==> src/tmsrb_regs.vh <==
`ifndef TMSRB_REGS_VH
`define TMSRB_REGS_VH
// command opcodes
`define TMSRB_OP_MODE_SENSE10 8'h5A
`define TMSRB_OP_READ_BUFFER 8'h3C
// page value selector codes
`define TMSRB_PVS_CURRENT 2'h0
`define TMSRB_PVS_CHANGEABLE 2'h1
`define TMSRB_PVS_DEFAULT 2'h2
`define TMSRB_PVS_SAVED 2'h3
`define TMSRB_PAGE_ALL 6'h3F
// read buffer transfer modes
`define TMSRB_RB_COMBINED 3'h0
`define TMSRB_RB_VENDOR 3'h1
`define TMSRB_RB_DATA 3'h2
`define TMSRB_RB_DESCRIPTOR 3'h3
`define TMSRB_RB_HDR_LEN 24'h000004
`define TMSRB_RB_DESC_LEN 24'h000004
`define TMSRB_BOUNDARY_NONE 8'hFF
// sense keys and additional sense codes
`define TMSRB_SK_NONE 4'h0
`define TMSRB_SK_NOT_READY 4'h2
`define TMSRB_SK_ILLEGAL 4'h5
`define TMSRB_ASC_NONE 8'h00
`define TMSRB_ASC_BAD_OPCODE 8'h20
`define TMSRB_ASC_BAD_CDB_FIELD 8'h24
`define TMSRB_ASC_NO_SAVING 8'h39
`define TMSRB_ASC_NOT_READY 8'h04
// register byte addresses
`define TMSRB_REG_CTRL 5'h00
`define TMSRB_REG_STATUS 5'h04
`define TMSRB_REG_CAPACITY 5'h08
`define TMSRB_REG_NUM_BUF 5'h0C
`define TMSRB_REG_BOUNDARY 5'h10
`define TMSRB_REG_PAGE 5'h14
`define TMSRB_REG_LAST_LEN 5'h18
// control register fields
`define TMSRB_CTRL_SAVED_SUP 0
`define TMSRB_CTRL_NV_OK 1
`define TMSRB_CTRL_UNIT_READY 2
// reset values
`define TMSRB_CTRL_RST 32'h00000006
`define TMSRB_CAPACITY_RST 24'h000100
`define TMSRB_NUM_BUF_RST 8'h01
`define TMSRB_BOUNDARY_RST 8'h00
`define TMSRB_PAGE_CODE_RST 6'h01
`define TMSRB_PAGE_LEN_RST 16'h000C
`endif

==> src/tmsrb_core.v <==
// Behaviour
// - selector 1h returns changeable-field mask bytes
// - selector 2h returns defaults, even when not ready
// - selector 3h saved values, else illegal request
// - saved after reset: unreadable store gives not ready
// - current falls back until parameters were sent
// - decode ten-byte mode sense block fields
// - ten-byte mode sense always supported
// - decode ten-byte read buffer block fields
// - read buffer never touches the medium
// - transfer mode field decoded per mode
// - combined mode: header then data, ID ignored
// - header: reserved byte, then full capacity
// - combined mode ends at smaller length
// - data mode: buffer ID picks source buffer
// - unsupported buffer ID gives illegal field
// - data mode ends at smaller length
// - data mode starts at offset, bad offset rejected
// - vendor mode fields are implementer defined
// - two-bit selector applies to page parameters
//
// Our own choices: the register offsets and register access over Avalon-MM.
`timescale 1ns/100ps
`default_nettype none
`include "tmsrb_regs.vh"
module tmsrb_core (
	// clock, reset, enable
	input wire i_sys_clk,
	input wire i_rst,
	input wire i_ce,
	// avalon-mm register slave
	input wire [4:0] i_avs_address,
	input wire i_avs_read,
	input wire i_avs_write,
	input wire [31:0] i_avs_writedata,
	output reg [31:0] o_avs_readdata,
	output wire o_avs_waitrequest,
	// events
	input wire i_hard_reset_evt,
	input wire i_mode_select_done,
	// command descriptor block, byte 0 in the top bits
	input wire [79:0] i_cdb,
	input wire i_cdb_valid,
	output wire o_cdb_ready,
	// parameter store and diagnostic buffer read ports
	output reg [23:0] o_rd_addr,
	output reg [1:0] o_par_sel,
	output reg o_par_rd,
	input wire [7:0] i_par_data,
	output reg [7:0] o_buf_id,
	output reg o_buf_rd,
	input wire [7:0] i_buf_data,
	// data in stream
	output reg [7:0] o_din_data,
	output reg o_din_valid,
	input wire i_din_ready,
	// command completion
	output reg o_done,
	output reg o_check,
	output reg [3:0] o_sense_key,
	output reg [7:0] o_asc,
	output reg o_dbd
);
	localparam [4:0] ST_IDLE = 5'h01;
	localparam [4:0] ST_FETCH = 5'h02;
	localparam [4:0] ST_WAIT = 5'h04;
	localparam [4:0] ST_HOLD = 5'h08;
	localparam [4:0] ST_DONE = 5'h10;
	// byte sources
	localparam [1:0] SRC_PAR = 2'h0;
	localparam [1:0] SRC_BUF = 2'h1;
	localparam [1:0] SRC_DESC = 2'h2;

	reg [4:0] state_reg;
	reg [31:0] ctrl_reg;
	reg [23:0] cap_reg;
	reg [7:0] nbuf_reg;
	reg [7:0] bound_reg;
	reg [5:0] page_code_reg;
	reg [15:0] page_len_reg;
	reg [23:0] last_len_reg;
	reg params_sent_reg;
	reg ack_reg;
	reg [1:0] src_reg;
	reg [23:0] idx_reg;
	reg [23:0] total_reg;
	reg [23:0] hdr_len_reg;
	reg [23:0] base_reg;
	reg [31:0] rdata_next;

	// decoded command fields
	wire [7:0] cdb_op = i_cdb[79:72];
	wire cdb_dbd = i_cdb[67];
	wire [1:0] cdb_pvs = i_cdb[63:62];
	wire [5:0] cdb_page = i_cdb[61:56];
	wire [15:0] cdb_ms_alloc = i_cdb[23:8];
	wire [2:0] cdb_rb_mode = i_cdb[66:64];
	wire [7:0] cdb_rb_id = i_cdb[63:56];
	wire [23:0] cdb_rb_off = i_cdb[55:32];
	wire [23:0] cdb_rb_alloc = i_cdb[31:8];
	wire saved_sup = ctrl_reg[`TMSRB_CTRL_SAVED_SUP];
	wire nv_ok = ctrl_reg[`TMSRB_CTRL_NV_OK];
	wire unit_ready = ctrl_reg[`TMSRB_CTRL_UNIT_READY];
	wire busy = ~state_reg[0];
	wire take_cdb = i_ce & i_cdb_valid & state_reg[0];

	// smaller of two lengths, used by every transfer kind
	function [23:0] min24;
		input [23:0] a;
		input [23:0] b;
		begin
			min24 = (a < b) ? a : b;
		end
	endfunction

	// offset acceptable under the reported alignment boundary
	function off_ok;
		input [23:0] off;
		input [7:0] bnd;
		input [23:0] cap;
		reg [23:0] mask;
		begin
			mask = (bnd >= 8'h18) ? 24'hFFFFFF :
				((24'h000001 << bnd[4:0]) - 24'h000001);
			if (bnd == `TMSRB_BOUNDARY_NONE)
				off_ok = (off == 24'h000000);
			else
				off_ok = (off <= cap) && ((off & mask) == 24'h000000);
		end
	endfunction

	// flag a check condition; errors skip the transfer and finish at once
	task set_check;
		input [3:0] key;
		input [7:0] code;
		begin
			o_check <= 1'b1;
			o_sense_key <= key;
			o_asc <= code;
			state_reg <= ST_DONE;
		end
	endtask
	assign o_cdb_ready = state_reg[0];
	// one wait cycle for every access keeps readdata registered
	assign o_avs_waitrequest = (i_avs_read | i_avs_write) & ~ack_reg;

	// register read mux
	always @* begin
		rdata_next = 32'h00000000;
		case (i_avs_address)
		`TMSRB_REG_CTRL: rdata_next = ctrl_reg;
		`TMSRB_REG_STATUS: rdata_next = {16'h0000, o_asc, o_sense_key,
			1'b0, params_sent_reg, o_check, busy};
		`TMSRB_REG_CAPACITY: rdata_next = {8'h00, cap_reg};
		`TMSRB_REG_NUM_BUF: rdata_next = {24'h000000, nbuf_reg};
		`TMSRB_REG_BOUNDARY: rdata_next = {24'h000000, bound_reg};
		`TMSRB_REG_PAGE: rdata_next = {page_len_reg, 10'h000, page_code_reg};
		`TMSRB_REG_LAST_LEN: rdata_next = {8'h00, last_len_reg};
		default: rdata_next = 32'h00000000;
		endcase
	end

	// avalon slave: accept on first cycle, answer on second
	always @(posedge i_sys_clk or posedge i_rst) begin
		if (i_rst) begin
			ack_reg <= 1'b0;
			o_avs_readdata <= 32'h00000000;
			ctrl_reg <= `TMSRB_CTRL_RST;
			cap_reg <= `TMSRB_CAPACITY_RST;
			nbuf_reg <= `TMSRB_NUM_BUF_RST;
			bound_reg <= `TMSRB_BOUNDARY_RST;
			page_code_reg <= `TMSRB_PAGE_CODE_RST;
			page_len_reg <= `TMSRB_PAGE_LEN_RST;
		end else if (i_ce) begin
			ack_reg <= (i_avs_read | i_avs_write) & ~ack_reg;
			if (i_avs_read & ~ack_reg)
				o_avs_readdata <= rdata_next;
			if (i_avs_write & ack_reg) begin
				case (i_avs_address)
				`TMSRB_REG_CTRL: ctrl_reg <= {29'h0, i_avs_writedata[2:0]};
				`TMSRB_REG_CAPACITY: cap_reg <= i_avs_writedata[23:0];
				`TMSRB_REG_NUM_BUF: nbuf_reg <= i_avs_writedata[7:0];
				`TMSRB_REG_BOUNDARY: bound_reg <= i_avs_writedata[7:0];
				`TMSRB_REG_PAGE: begin
					page_code_reg <= i_avs_writedata[5:0];
					page_len_reg <= i_avs_writedata[31:16];
				end
				default: ;
				endcase
			end
		end
	end

	// parameters-sent flag; a select done in the reset cycle wins
	always @(posedge i_sys_clk or posedge i_rst) begin
		if (i_rst)
			params_sent_reg <= 1'b0;
		else if (i_ce) begin
			if (i_mode_select_done)
				params_sent_reg <= 1'b1;
			else if (i_hard_reset_evt)
				params_sent_reg <= 1'b0;
		end
	end

	// command decode, checks and byte transfer sequencer
	always @(posedge i_sys_clk or posedge i_rst) begin
		if (i_rst) begin
			state_reg <= ST_IDLE;
			src_reg <= SRC_PAR;
			idx_reg <= 24'h000000;
			total_reg <= 24'h000000;
			hdr_len_reg <= 24'h000000;
			base_reg <= 24'h000000;
			last_len_reg <= 24'h000000;
			o_rd_addr <= 24'h000000;
			o_par_sel <= `TMSRB_PVS_CURRENT;
			o_par_rd <= 1'b0;
			o_buf_id <= 8'h00;
			o_buf_rd <= 1'b0;
			o_din_data <= 8'h00;
			o_din_valid <= 1'b0;
			o_done <= 1'b0;
			o_check <= 1'b0;
			o_sense_key <= `TMSRB_SK_NONE;
			o_asc <= `TMSRB_ASC_NONE;
			o_dbd <= 1'b0;
		end else if (i_ce) begin
			o_done <= 1'b0;
			o_par_rd <= 1'b0;
			o_buf_rd <= 1'b0;
			case (state_reg)
			ST_IDLE: begin
				if (take_cdb) begin
					o_check <= 1'b0;
					o_sense_key <= `TMSRB_SK_NONE;
					o_asc <= `TMSRB_ASC_NONE;
					idx_reg <= 24'h000000;
					hdr_len_reg <= 24'h000000;
					base_reg <= 24'h000000;
					state_reg <= ST_FETCH;
					if (cdb_op == `TMSRB_OP_MODE_SENSE10) begin
						src_reg <= SRC_PAR;
						o_dbd <= cdb_dbd;
						total_reg <= min24({8'h00, cdb_ms_alloc},
							{8'h00, page_len_reg});
						// selector picks which store the page bytes come from
						case (cdb_pvs)
						`TMSRB_PVS_CHANGEABLE:
							o_par_sel <= `TMSRB_PVS_CHANGEABLE;
						`TMSRB_PVS_DEFAULT:
							o_par_sel <= `TMSRB_PVS_DEFAULT;
						`TMSRB_PVS_SAVED:
							o_par_sel <= `TMSRB_PVS_SAVED;
						default: begin
							// before any select, report saved or default
							if (params_sent_reg)
								o_par_sel <= `TMSRB_PVS_CURRENT;
							else if (saved_sup & nv_ok)
								o_par_sel <= `TMSRB_PVS_SAVED;
							else
								o_par_sel <= `TMSRB_PVS_DEFAULT;
						end
						endcase
						if (cdb_page != page_code_reg &&
							cdb_page != `TMSRB_PAGE_ALL) begin
							set_check(`TMSRB_SK_ILLEGAL, `TMSRB_ASC_BAD_CDB_FIELD);
						end else if (cdb_pvs == `TMSRB_PVS_SAVED &&
							!saved_sup) begin
							set_check(`TMSRB_SK_ILLEGAL, `TMSRB_ASC_NO_SAVING);
						end else if (cdb_pvs == `TMSRB_PVS_SAVED && !nv_ok) begin
							set_check(`TMSRB_SK_NOT_READY, `TMSRB_ASC_NOT_READY);
						end else if (cdb_pvs != `TMSRB_PVS_DEFAULT &&
							!unit_ready) begin
							// defaults alone stay reachable while not ready
							set_check(`TMSRB_SK_NOT_READY, `TMSRB_ASC_NOT_READY);
						end
					end else if (cdb_op == `TMSRB_OP_READ_BUFFER) begin
						// only a read port exists: the medium is never written
						o_buf_id <= 8'h00;
						case (cdb_rb_mode)
						`TMSRB_RB_COMBINED, `TMSRB_RB_VENDOR: begin
							// vendor mode reuses combined layout, ID ignored
							src_reg <= SRC_BUF;
							hdr_len_reg <= `TMSRB_RB_HDR_LEN;
							total_reg <= min24(cdb_rb_alloc,
								cap_reg + `TMSRB_RB_HDR_LEN);
						end
						`TMSRB_RB_DATA: begin
							src_reg <= SRC_BUF;
							o_buf_id <= cdb_rb_id;
							base_reg <= cdb_rb_off;
							total_reg <= min24(cdb_rb_alloc,
								cap_reg - cdb_rb_off);
							if (cdb_rb_id >= nbuf_reg) begin
								set_check(`TMSRB_SK_ILLEGAL, `TMSRB_ASC_BAD_CDB_FIELD);
							end else if (!off_ok(cdb_rb_off, bound_reg,
								cap_reg)) begin
								set_check(`TMSRB_SK_ILLEGAL, `TMSRB_ASC_BAD_CDB_FIELD);
							end
						end
						`TMSRB_RB_DESCRIPTOR: begin
							// unknown buffer reports an all-zero descriptor
							src_reg <= SRC_DESC;
							o_buf_id <= cdb_rb_id;
							hdr_len_reg <= `TMSRB_RB_DESC_LEN;
							total_reg <= min24(cdb_rb_alloc, `TMSRB_RB_DESC_LEN);
						end
						default: begin
							total_reg <= 24'h000000;
							set_check(`TMSRB_SK_ILLEGAL, `TMSRB_ASC_BAD_CDB_FIELD);
						end
						endcase
					end else begin
						total_reg <= 24'h000000;
						set_check(`TMSRB_SK_ILLEGAL, `TMSRB_ASC_BAD_OPCODE);
					end
				end
			end
			ST_FETCH: begin
				if (idx_reg == total_reg) begin
					state_reg <= ST_DONE;
				end else if (idx_reg < hdr_len_reg) begin
					// header and descriptor bytes need no memory access
					o_din_valid <= 1'b1;
					state_reg <= ST_HOLD;
					if (src_reg == SRC_DESC && o_buf_id >= nbuf_reg)
						o_din_data <= 8'h00;
					else case (idx_reg[1:0])
					2'h0: o_din_data <= (src_reg == SRC_DESC) ?
						bound_reg : 8'h00;
					2'h1: o_din_data <= cap_reg[23:16];
					2'h2: o_din_data <= cap_reg[15:8];
					default: o_din_data <= cap_reg[7:0];
					endcase
				end else begin
					o_rd_addr <= base_reg + idx_reg - hdr_len_reg;
					o_par_rd <= (src_reg == SRC_PAR);
					o_buf_rd <= (src_reg == SRC_BUF);
					state_reg <= ST_WAIT;
				end
			end
			ST_WAIT: begin
				// stores answer in the same cycle as the read strobe
				o_din_data <= (src_reg == SRC_PAR) ? i_par_data : i_buf_data;
				o_din_valid <= 1'b1;
				state_reg <= ST_HOLD;
			end
			ST_HOLD: begin
				if (i_din_ready) begin
					o_din_valid <= 1'b0;
					idx_reg <= idx_reg + 24'h000001;
					state_reg <= ST_FETCH;
				end
			end
			ST_DONE: begin
				o_done <= 1'b1;
				last_len_reg <= idx_reg;
				state_reg <= ST_IDLE;
			end
			default: state_reg <= ST_IDLE;
			endcase
		end
	end
endmodule // tmsrb_core
`default_nettype wire

==> config.mk <==
export PLATFORM = sky130hd
export DESIGN_NAME = tmsrb_core
export DESIGN_NICKNAME = d
export VERILOG_FILES = /design/src/tmsrb_core.v
export VERILOG_INCLUDE_DIRS = /design/src
export SDC_FILE = /design/constraint.sdc
export NUM_CORES = 1
export LEC_CHECK = 0
export BUFFER_PORTS_ARGS = -buffer_cell sky130_fd_sc_hd__buf_2
export CAP_MARGIN = 0
export CORE_MARGIN = 2
export CORE_UTILIZATION = 50
export DETAILED_ROUTE_END_ITERATION = 10
export PLACE_DENSITY = 0.7
export SYNTH_ARGS = -nofsm -noshare
export SYNTH_HDL_FRONTEND = slang
export SYNTH_SLANG_ARGS = --single-unit
==> constraint.sdc <==
create_clock -name i_sys_clk -period 9.9 [get_ports i_sys_clk]
set_input_delay 0.99 -clock i_sys_clk [delete_from_list [all_inputs] [get_ports i_sys_clk]]
set_output_delay 0.99 -clock i_sys_clk [all_outputs]
set_load 0.01 [all_outputs]
Word-level counts from Yosys, hierarchy flattened

Cells that the tools add are included.
Widths: inputs -> output; s select.

Word-level logic and storage cells: 225
Register bits after elaboration: 286
Input bits: 142
Output and inout bits: 94

Bitwise gates (word level): 13
Reductions and logical operators: 42
Mux-type cells: 94
Equal/unequal tests: 32
$add $sub $neg: 6
Shift-type cells: 1
Magnitude comparators: 9

Operators with widths:

| operator              | count |
|---|---|
| $mux 24               | 11 |
| $pmux 32 s7           | 1 |
| $lt 24x24->1          | 3 |
| $pmux 24 s3           | 1 |
| $mux 8                | 8 |
| $mux 5                | 11 |
| $logic_not 24->1      | 2 |
| $pmux 24 s2           | 1 |
| $sub 24x24->24        | 2 |
| $mux 1                | 29 |
| $mux 3                | 9 |
| $add 24x1->24 const B | 1 |
| $add 24x24->24        | 1 |
| $add 24x3->24 const B | 1 |
| $and 24x24->24        | 1 |
| $eq 24x24->1          | 1 |
| $le 24x24->1          | 1 |
| $lt 24x3->1 const B   | 1 |
| $mux 6                | 4 |
| $pmux 8 s3            | 1 |
| $shl 1x5->24 const A  | 1 |
| $sub 24x1->24 const B | 1 |
| $reduce_and 3->1      | 7 |
| $eq 5x5->1 const B    | 4 |
| other kinds (44)      | 94 |

Longest topological paths before layout

Word-level depth: 21
Depth in mapped cells: 21
Depth with buffers taken out: 19

Worst setup path after synthesis

OpenSTA, ideal clock, no wires.

Kind: input-to-reg
Start: in i_cdb[35]
End: reg total_reg[13]
Path buffers: 1
Library setup time: 129 ps
Required time: 9,771 ps
Setup slack: 4,928 ps
Data arrival time: 4,843 ps
Stages: 18
Cells stage by stage: inv_1 > ha_1 > a2111oi_2 > a2111oi_4 > nor4_2 > nor2_1 > a31o_1 > a31oi_1 > xnor2_1 > ha_1 > o21ai_0 > a221oi_4 > o211ai_2 > and2_1 > buf_6 > a22o_1 > a31o_1 > a2111o_1

Word-level cells in the longest chain between the ends: 6

RTL lines:

| what                 | RTL line         | source |
|---|---|---|
| start, declared      | tmsrb_core.v:42  | `input wire [79:0] i_cdb,` |
| $sub 24x24->24 *     | tmsrb_core.v:294 | `cap_reg - cdb_rb_off);` |
| $lt 24x24->1         | tmsrb_core.v:112 | `min24 = (a < b) ? a : b;` |
| $mux 24 *            | tmsrb_core.v:112 |  |
| $pmux 24 s3 *        | tmsrb_core.v:281 | `case (cdb_rb_mode)` |
| $mux 24 *            | tmsrb_core.v:278 | `` end else if (cdb_op == `TMSRB_OP_READ_BUFFER) begin `` |
| $mux 24 *            | tmsrb_core.v:242 | `` if (cdb_op == `TMSRB_OP_MODE_SENSE10) begin `` |
| end signal, assigned | tmsrb_core.v:245 | `total_reg <= min24({8'h00, cdb_ms_alloc},` |
| end signal, assigned | tmsrb_core.v:286 | `total_reg <= min24(cdb_rb_alloc,` |
| end signal, assigned | tmsrb_core.v:293 | `total_reg <= min24(cdb_rb_alloc,` |
| end, declared        | tmsrb_core.v:86  | `reg [23:0] total_reg;` |

Every way passes the cells marked *; elsewhere a longest branch is shown, timed or not.
A chain may end at the register's enable or synchronous reset.

Worst setup path in the final report

Same ends and word-level chain as after synthesis.

==> metrics <==
status finished, final reports clean; final weighted congestion in routability-driven placement a little over 1; global routing usage on met2 0.514; post-route antenna net violation count 0; count of cells resized by post-cts repair 0; switching share of power 0.369; CTS HTree Levels 1; simple-gate portion of the synthesized area 0.163; flip-flop and latch count after synthesis around 260; Routed wire per std cell ~24 microns; sinks on the clock net between 200 and 300; CTS clock-pin slew for the worst setup and hold paths around 0.070 ns; number of global-route vias before repair roughly 16,000; number of cells on the worst reg-to-reg path 16; post-synthesis share of cell area spent on xor and xnor gates 0.0514; site row count 70; crit end category flop; TritonCTS clock tree done; root buf cell sky130_fd_sc_hd__clkbuf_16; worst-case clock buffer depth 3; critical-path maximum fanout 25; cell depth of the worst min-delay path 1; post-synthesis cell area between 15,000 and 20,000 sq um; Hold Vio Cnt, Final 0; largest net degree at the start of global routing between 100 and 150; most used standard cell by instance count after synthesis sky130_fd_sc_hd__dfrtp_1; EDFF count, synth 0; share of flip-flops with an asynchronous set or reset after synthesis 1.00; top cells by instance count after synthesis sky130_fd_sc_hd__dfrtp_1, sky130_fd_sc_hd__nand2_1, sky130_fd_sc_hd__inv_1; Top Family by Delay on Critical Path compound AO/OA/AOI/OAI gates; total power density per cell area 183 nW/um^2; Buf/Inv on CP 2; fraction of power consumed by the clock network 0.278; Crit path required time 10.35 ns; cell at the slowest stage of the critical path sky130_fd_sc_hd__and2_1; detailed-routing iteration count for the pre-antenna-repair pass 7; unrepaired setup endpoints after global routing false; end of the worst register-to-register path total_reg[13]$_DFFE_PP0P_; # hold bufs at CTS 0; height of the die between 150 and 200 microns; highest attainable clock frequency roughly 0.15 GHz; multiplexer fraction of the synthesized cell area 0.0796; Biggest register o_avs_readdata; total CTS buffers 29; hold slack final approximately 0.47 ns; Primary FF master, synth sky130_fd_sc_hd__dfrtp_1; first-pass GRT wire length roughly 97,000 microns; total of warnings raised by yosys 0; post-synthesis cell count 2,057; cell types occupying the most area after synthesis sky130_fd_sc_hd__dfrtp_1, sky130_fd_sc_hd__ha_1, sky130_fd_sc_hd__mux2_2; Critical path origin i_cdb[35]; total via count after detailed routing around 17,000; top-area cell type share of the netlist area 0.336; cell taking the most area after synthesis sky130_fd_sc_hd__dfrtp_1; complex-gate fraction of the synthesized area 0.193; critical path data arrival time ~6.9 ns; final number of setup-violating endpoints 0; post-synthesis adder-cell area fraction 0.106; Reg2Reg Setup Slack ~3.5 ns; Global Route met3 Usage 0.0538; Worst-Margin Slew approximately 1.2 ns; final period utilization 0.653; Power Internal ~2.4 mW; cell repeated most along the worst path sky130_fd_sc_hd__ha_1; max reg flops 32; worst vdd rail ir drop around 130 uV; Netlist cell types 93; 1st-iter DRT viols around 1,900; clock period minus worst slack approximately 6.5 ns; worst-path cell chain buf_2, inv_1, ha_1, a2111oi_2, a2111oi_4, nor4_2, nor3_1, o21ai_0, xor2_1, ha_1, a21o_1, a211oi_2, a221oi_4, a21oi_2, and2_1, nand2b_1, nor2_1, a2111o_1; launch point of the worst hold path o_avs_readdata[3]$_DFFE_PP0P_; half-perimeter wire length after detailed placement roughly 50,000 microns; Mapped Avg Cell Area between 8 and 9 sq um; Final nets roughly 2,500; Die Footprint approximately 38,000 sq um; share of layout cells above drive strength 1 0.200; worst clock skew ~0.018 ns; setup fix buffers added after clock tree synthesis 0; end point of the most critical hold path o_avs_readdata[3]$_DFFE_PP0P_; final core occ 0.570; aggregate global routing overflow 0; startpoint of the lowest-slack register-to-register path cap_reg[3]$_DFFE_PP0P_; global-route met1 utilization 0.451; starting density of the core 0.505; Worst Setup Start Kind input port; horizontal extent of the die 196 microns; Area Overhead vs Synth 12.8%; static power due to leakage between 9 and 10 nW; initial antenna violation count 3; sw power around 1.4 mW; grt peak-use layer met2; combinational family with the most area after synthesis compound AO/OA/AOI/OAI gates; Detailed Route WL around 64,000 microns; insertion delay of the later-clocked pin in the worst-skew pair 0.57 ns; number of top-level pins approximately 240; final-layout setup total negative slack 0 ns; worst min-delay path class reg -> reg; crit-path max cell delay 0.89 ns; DRC Markers 0; power share of the combinational group 0.368; combined global-route utilization of all metal layers 0.330; worst slew margin relative to its limit 0.189; path type of the worst setup path in -> reg; final count of pins violating max slew 0; core area 36,400 sq um; register area share after synthesis 0.347; average via count per standard cell between 6 and 7; count of buffers inserted at the top-level ports roughly 220; sequential power share 0.353; Max-Cap Viols 0
power groups by stage:
stage                     clock (mW)  sequential, mW  combinational (mW)
final                           1.06            1.34                1.40
after global routing            1.10            1.35                1.54
after CTS                       1.07            1.34                1.38
after detailed placement           0            1.35                1.37
after global placement             0            1.35                1.35
after floorplan                    0            1.31               0.985
stage by stage:
stage	cell area, sq um	power, mW	cells	setup slack, ns
2_1_floorplan	18400	2.29	2060	1.91
3_3_place_gp	19800	2.69	2666	3.05
3_5_place_dp	19800	2.73	2666	2.99
4_1_cts	20800	3.79	2717	3.56
5_1_grt	20800	4.00	2719	3.04
6_report	20800	3.80	2720	3.43
logic make-up after synthesis:
kind of cell               after synthesis
buffers and inverters                  274
AOI/OAI and AO/OA                      531
other                                    1
adders and majority gates              155
muxes                                  133
and+or+nand+nor                        600
xor gates and xnor gates               108
DFF                                    255
layout make-up:
class                      count  area [sq um]
fill                        3331         15700
tap                          468           586
antenna                        3          7.51
timing repair buffer         238          1240
clock buffer                  46           870
inverter                     174           661
multi-input combinational   1531         11000
clock inverter                 5          53.8
sequential                   255          6390
per-layer routing:
layer  part of all wire  vias to the layer above
met5            0.00020                        -
met4              0.054                        2
met3              0.097                      197
met2               0.44                      901
met1               0.41                     8183
li1                   -                     7766
cells in the final DEF, fill, tap and decap left out, types with 10 or more instances in the layout:
master / Yosys / final
sky130_fd_sc_hd__dfrtp_1: 247 / 247
sky130_fd_sc_hd__buf_2: 27 / 219
sky130_fd_sc_hd__nand2_1: 208 / 208
sky130_fd_sc_hd__inv_1: 173 / 172
sky130_fd_sc_hd__ha_1: 152 / 152
sky130_fd_sc_hd__o21ai_0: 149 / 149
sky130_fd_sc_hd__nor2_1: 114 / 114
sky130_fd_sc_hd__mux2_2: 108 / 108
sky130_fd_sc_hd__a21oi_1: 106 / 106
sky130_fd_sc_hd__nand3_1: 68 / 68
sky130_fd_sc_hd__xnor2_1: 64 / 64
sky130_fd_sc_hd__xor2_1: 44 / 44
sky130_fd_sc_hd__a21o_1: 33 / 33
sky130_fd_sc_hd__nand4_1: 29 / 29
sky130_fd_sc_hd__clkbuf_16: 0 / 29
sky130_fd_sc_hd__nor4_1: 29 / 28
sky130_fd_sc_hd__nor3_1: 29 / 26
sky130_fd_sc_hd__a31oi_1: 25 / 25
sky130_fd_sc_hd__o211ai_1: 25 / 25
sky130_fd_sc_hd__mux2i_1: 25 / 25
sky130_fd_sc_hd__a22o_1: 19 / 19
sky130_fd_sc_hd__o21a_1: 19 / 19
sky130_fd_sc_hd__nand2b_1: 19 / 19
sky130_fd_sc_hd__buf_4: 8 / 19
sky130_fd_sc_hd__a211oi_1: 18 / 18
sky130_fd_sc_hd__a22oi_1: 16 / 16
sky130_fd_sc_hd__o22ai_1: 15 / 15
sky130_fd_sc_hd__and3_1: 12 / 12
sky130_fd_sc_hd__nor2b_1: 11 / 11
sky130_fd_sc_hd__o31ai_1: 11 / 11
sky130_fd_sc_hd__a222oi_1: 11 / 11
sky130_fd_sc_hd__or3_1: 10 / 10
worst max-delay path by stage:
stage	to	slack, ns	depth (start not counted)
after floorplan	ack_reg$_DFFE_PP0P_	1.91	1
after global placement	total_reg[13]$_DFFE_PP0P_	3.05	18
after detailed placement	total_reg[13]$_DFFE_PP0P_	2.99	18
after CTS	total_reg[13]$_DFFE_PP0P_	3.56	18
after global routing	total_reg[13]$_DFFE_PP0P_	3.04	18
final	total_reg[13]$_DFFE_PP0P_	3.43	18
worst register-to-register path, cell delays in order, from the launching register on:
cell and delay [ns]:
sky130_fd_sc_hd__dfrtp_1 0.59, sky130_fd_sc_hd__ha_1 0.40, sky130_fd_sc_hd__a2111oi_2 0.48, sky130_fd_sc_hd__a2111oi_4 0.15
sky130_fd_sc_hd__nor4_2 0.54, sky130_fd_sc_hd__nor3_1 0.15, sky130_fd_sc_hd__o21ai_0 0.26, sky130_fd_sc_hd__xor2_1 0.25
sky130_fd_sc_hd__ha_1 0.30, sky130_fd_sc_hd__a21o_1 0.20, sky130_fd_sc_hd__a211oi_2 0.33, sky130_fd_sc_hd__a221oi_4 0.15
sky130_fd_sc_hd__a21oi_2 0.63, sky130_fd_sc_hd__and2_1 0.90, sky130_fd_sc_hd__nand2b_1 0.45, sky130_fd_sc_hd__nor2_1 0.10
sky130_fd_sc_hd__a2111o_1 0.40
Power figures use the tool's default switching activity.
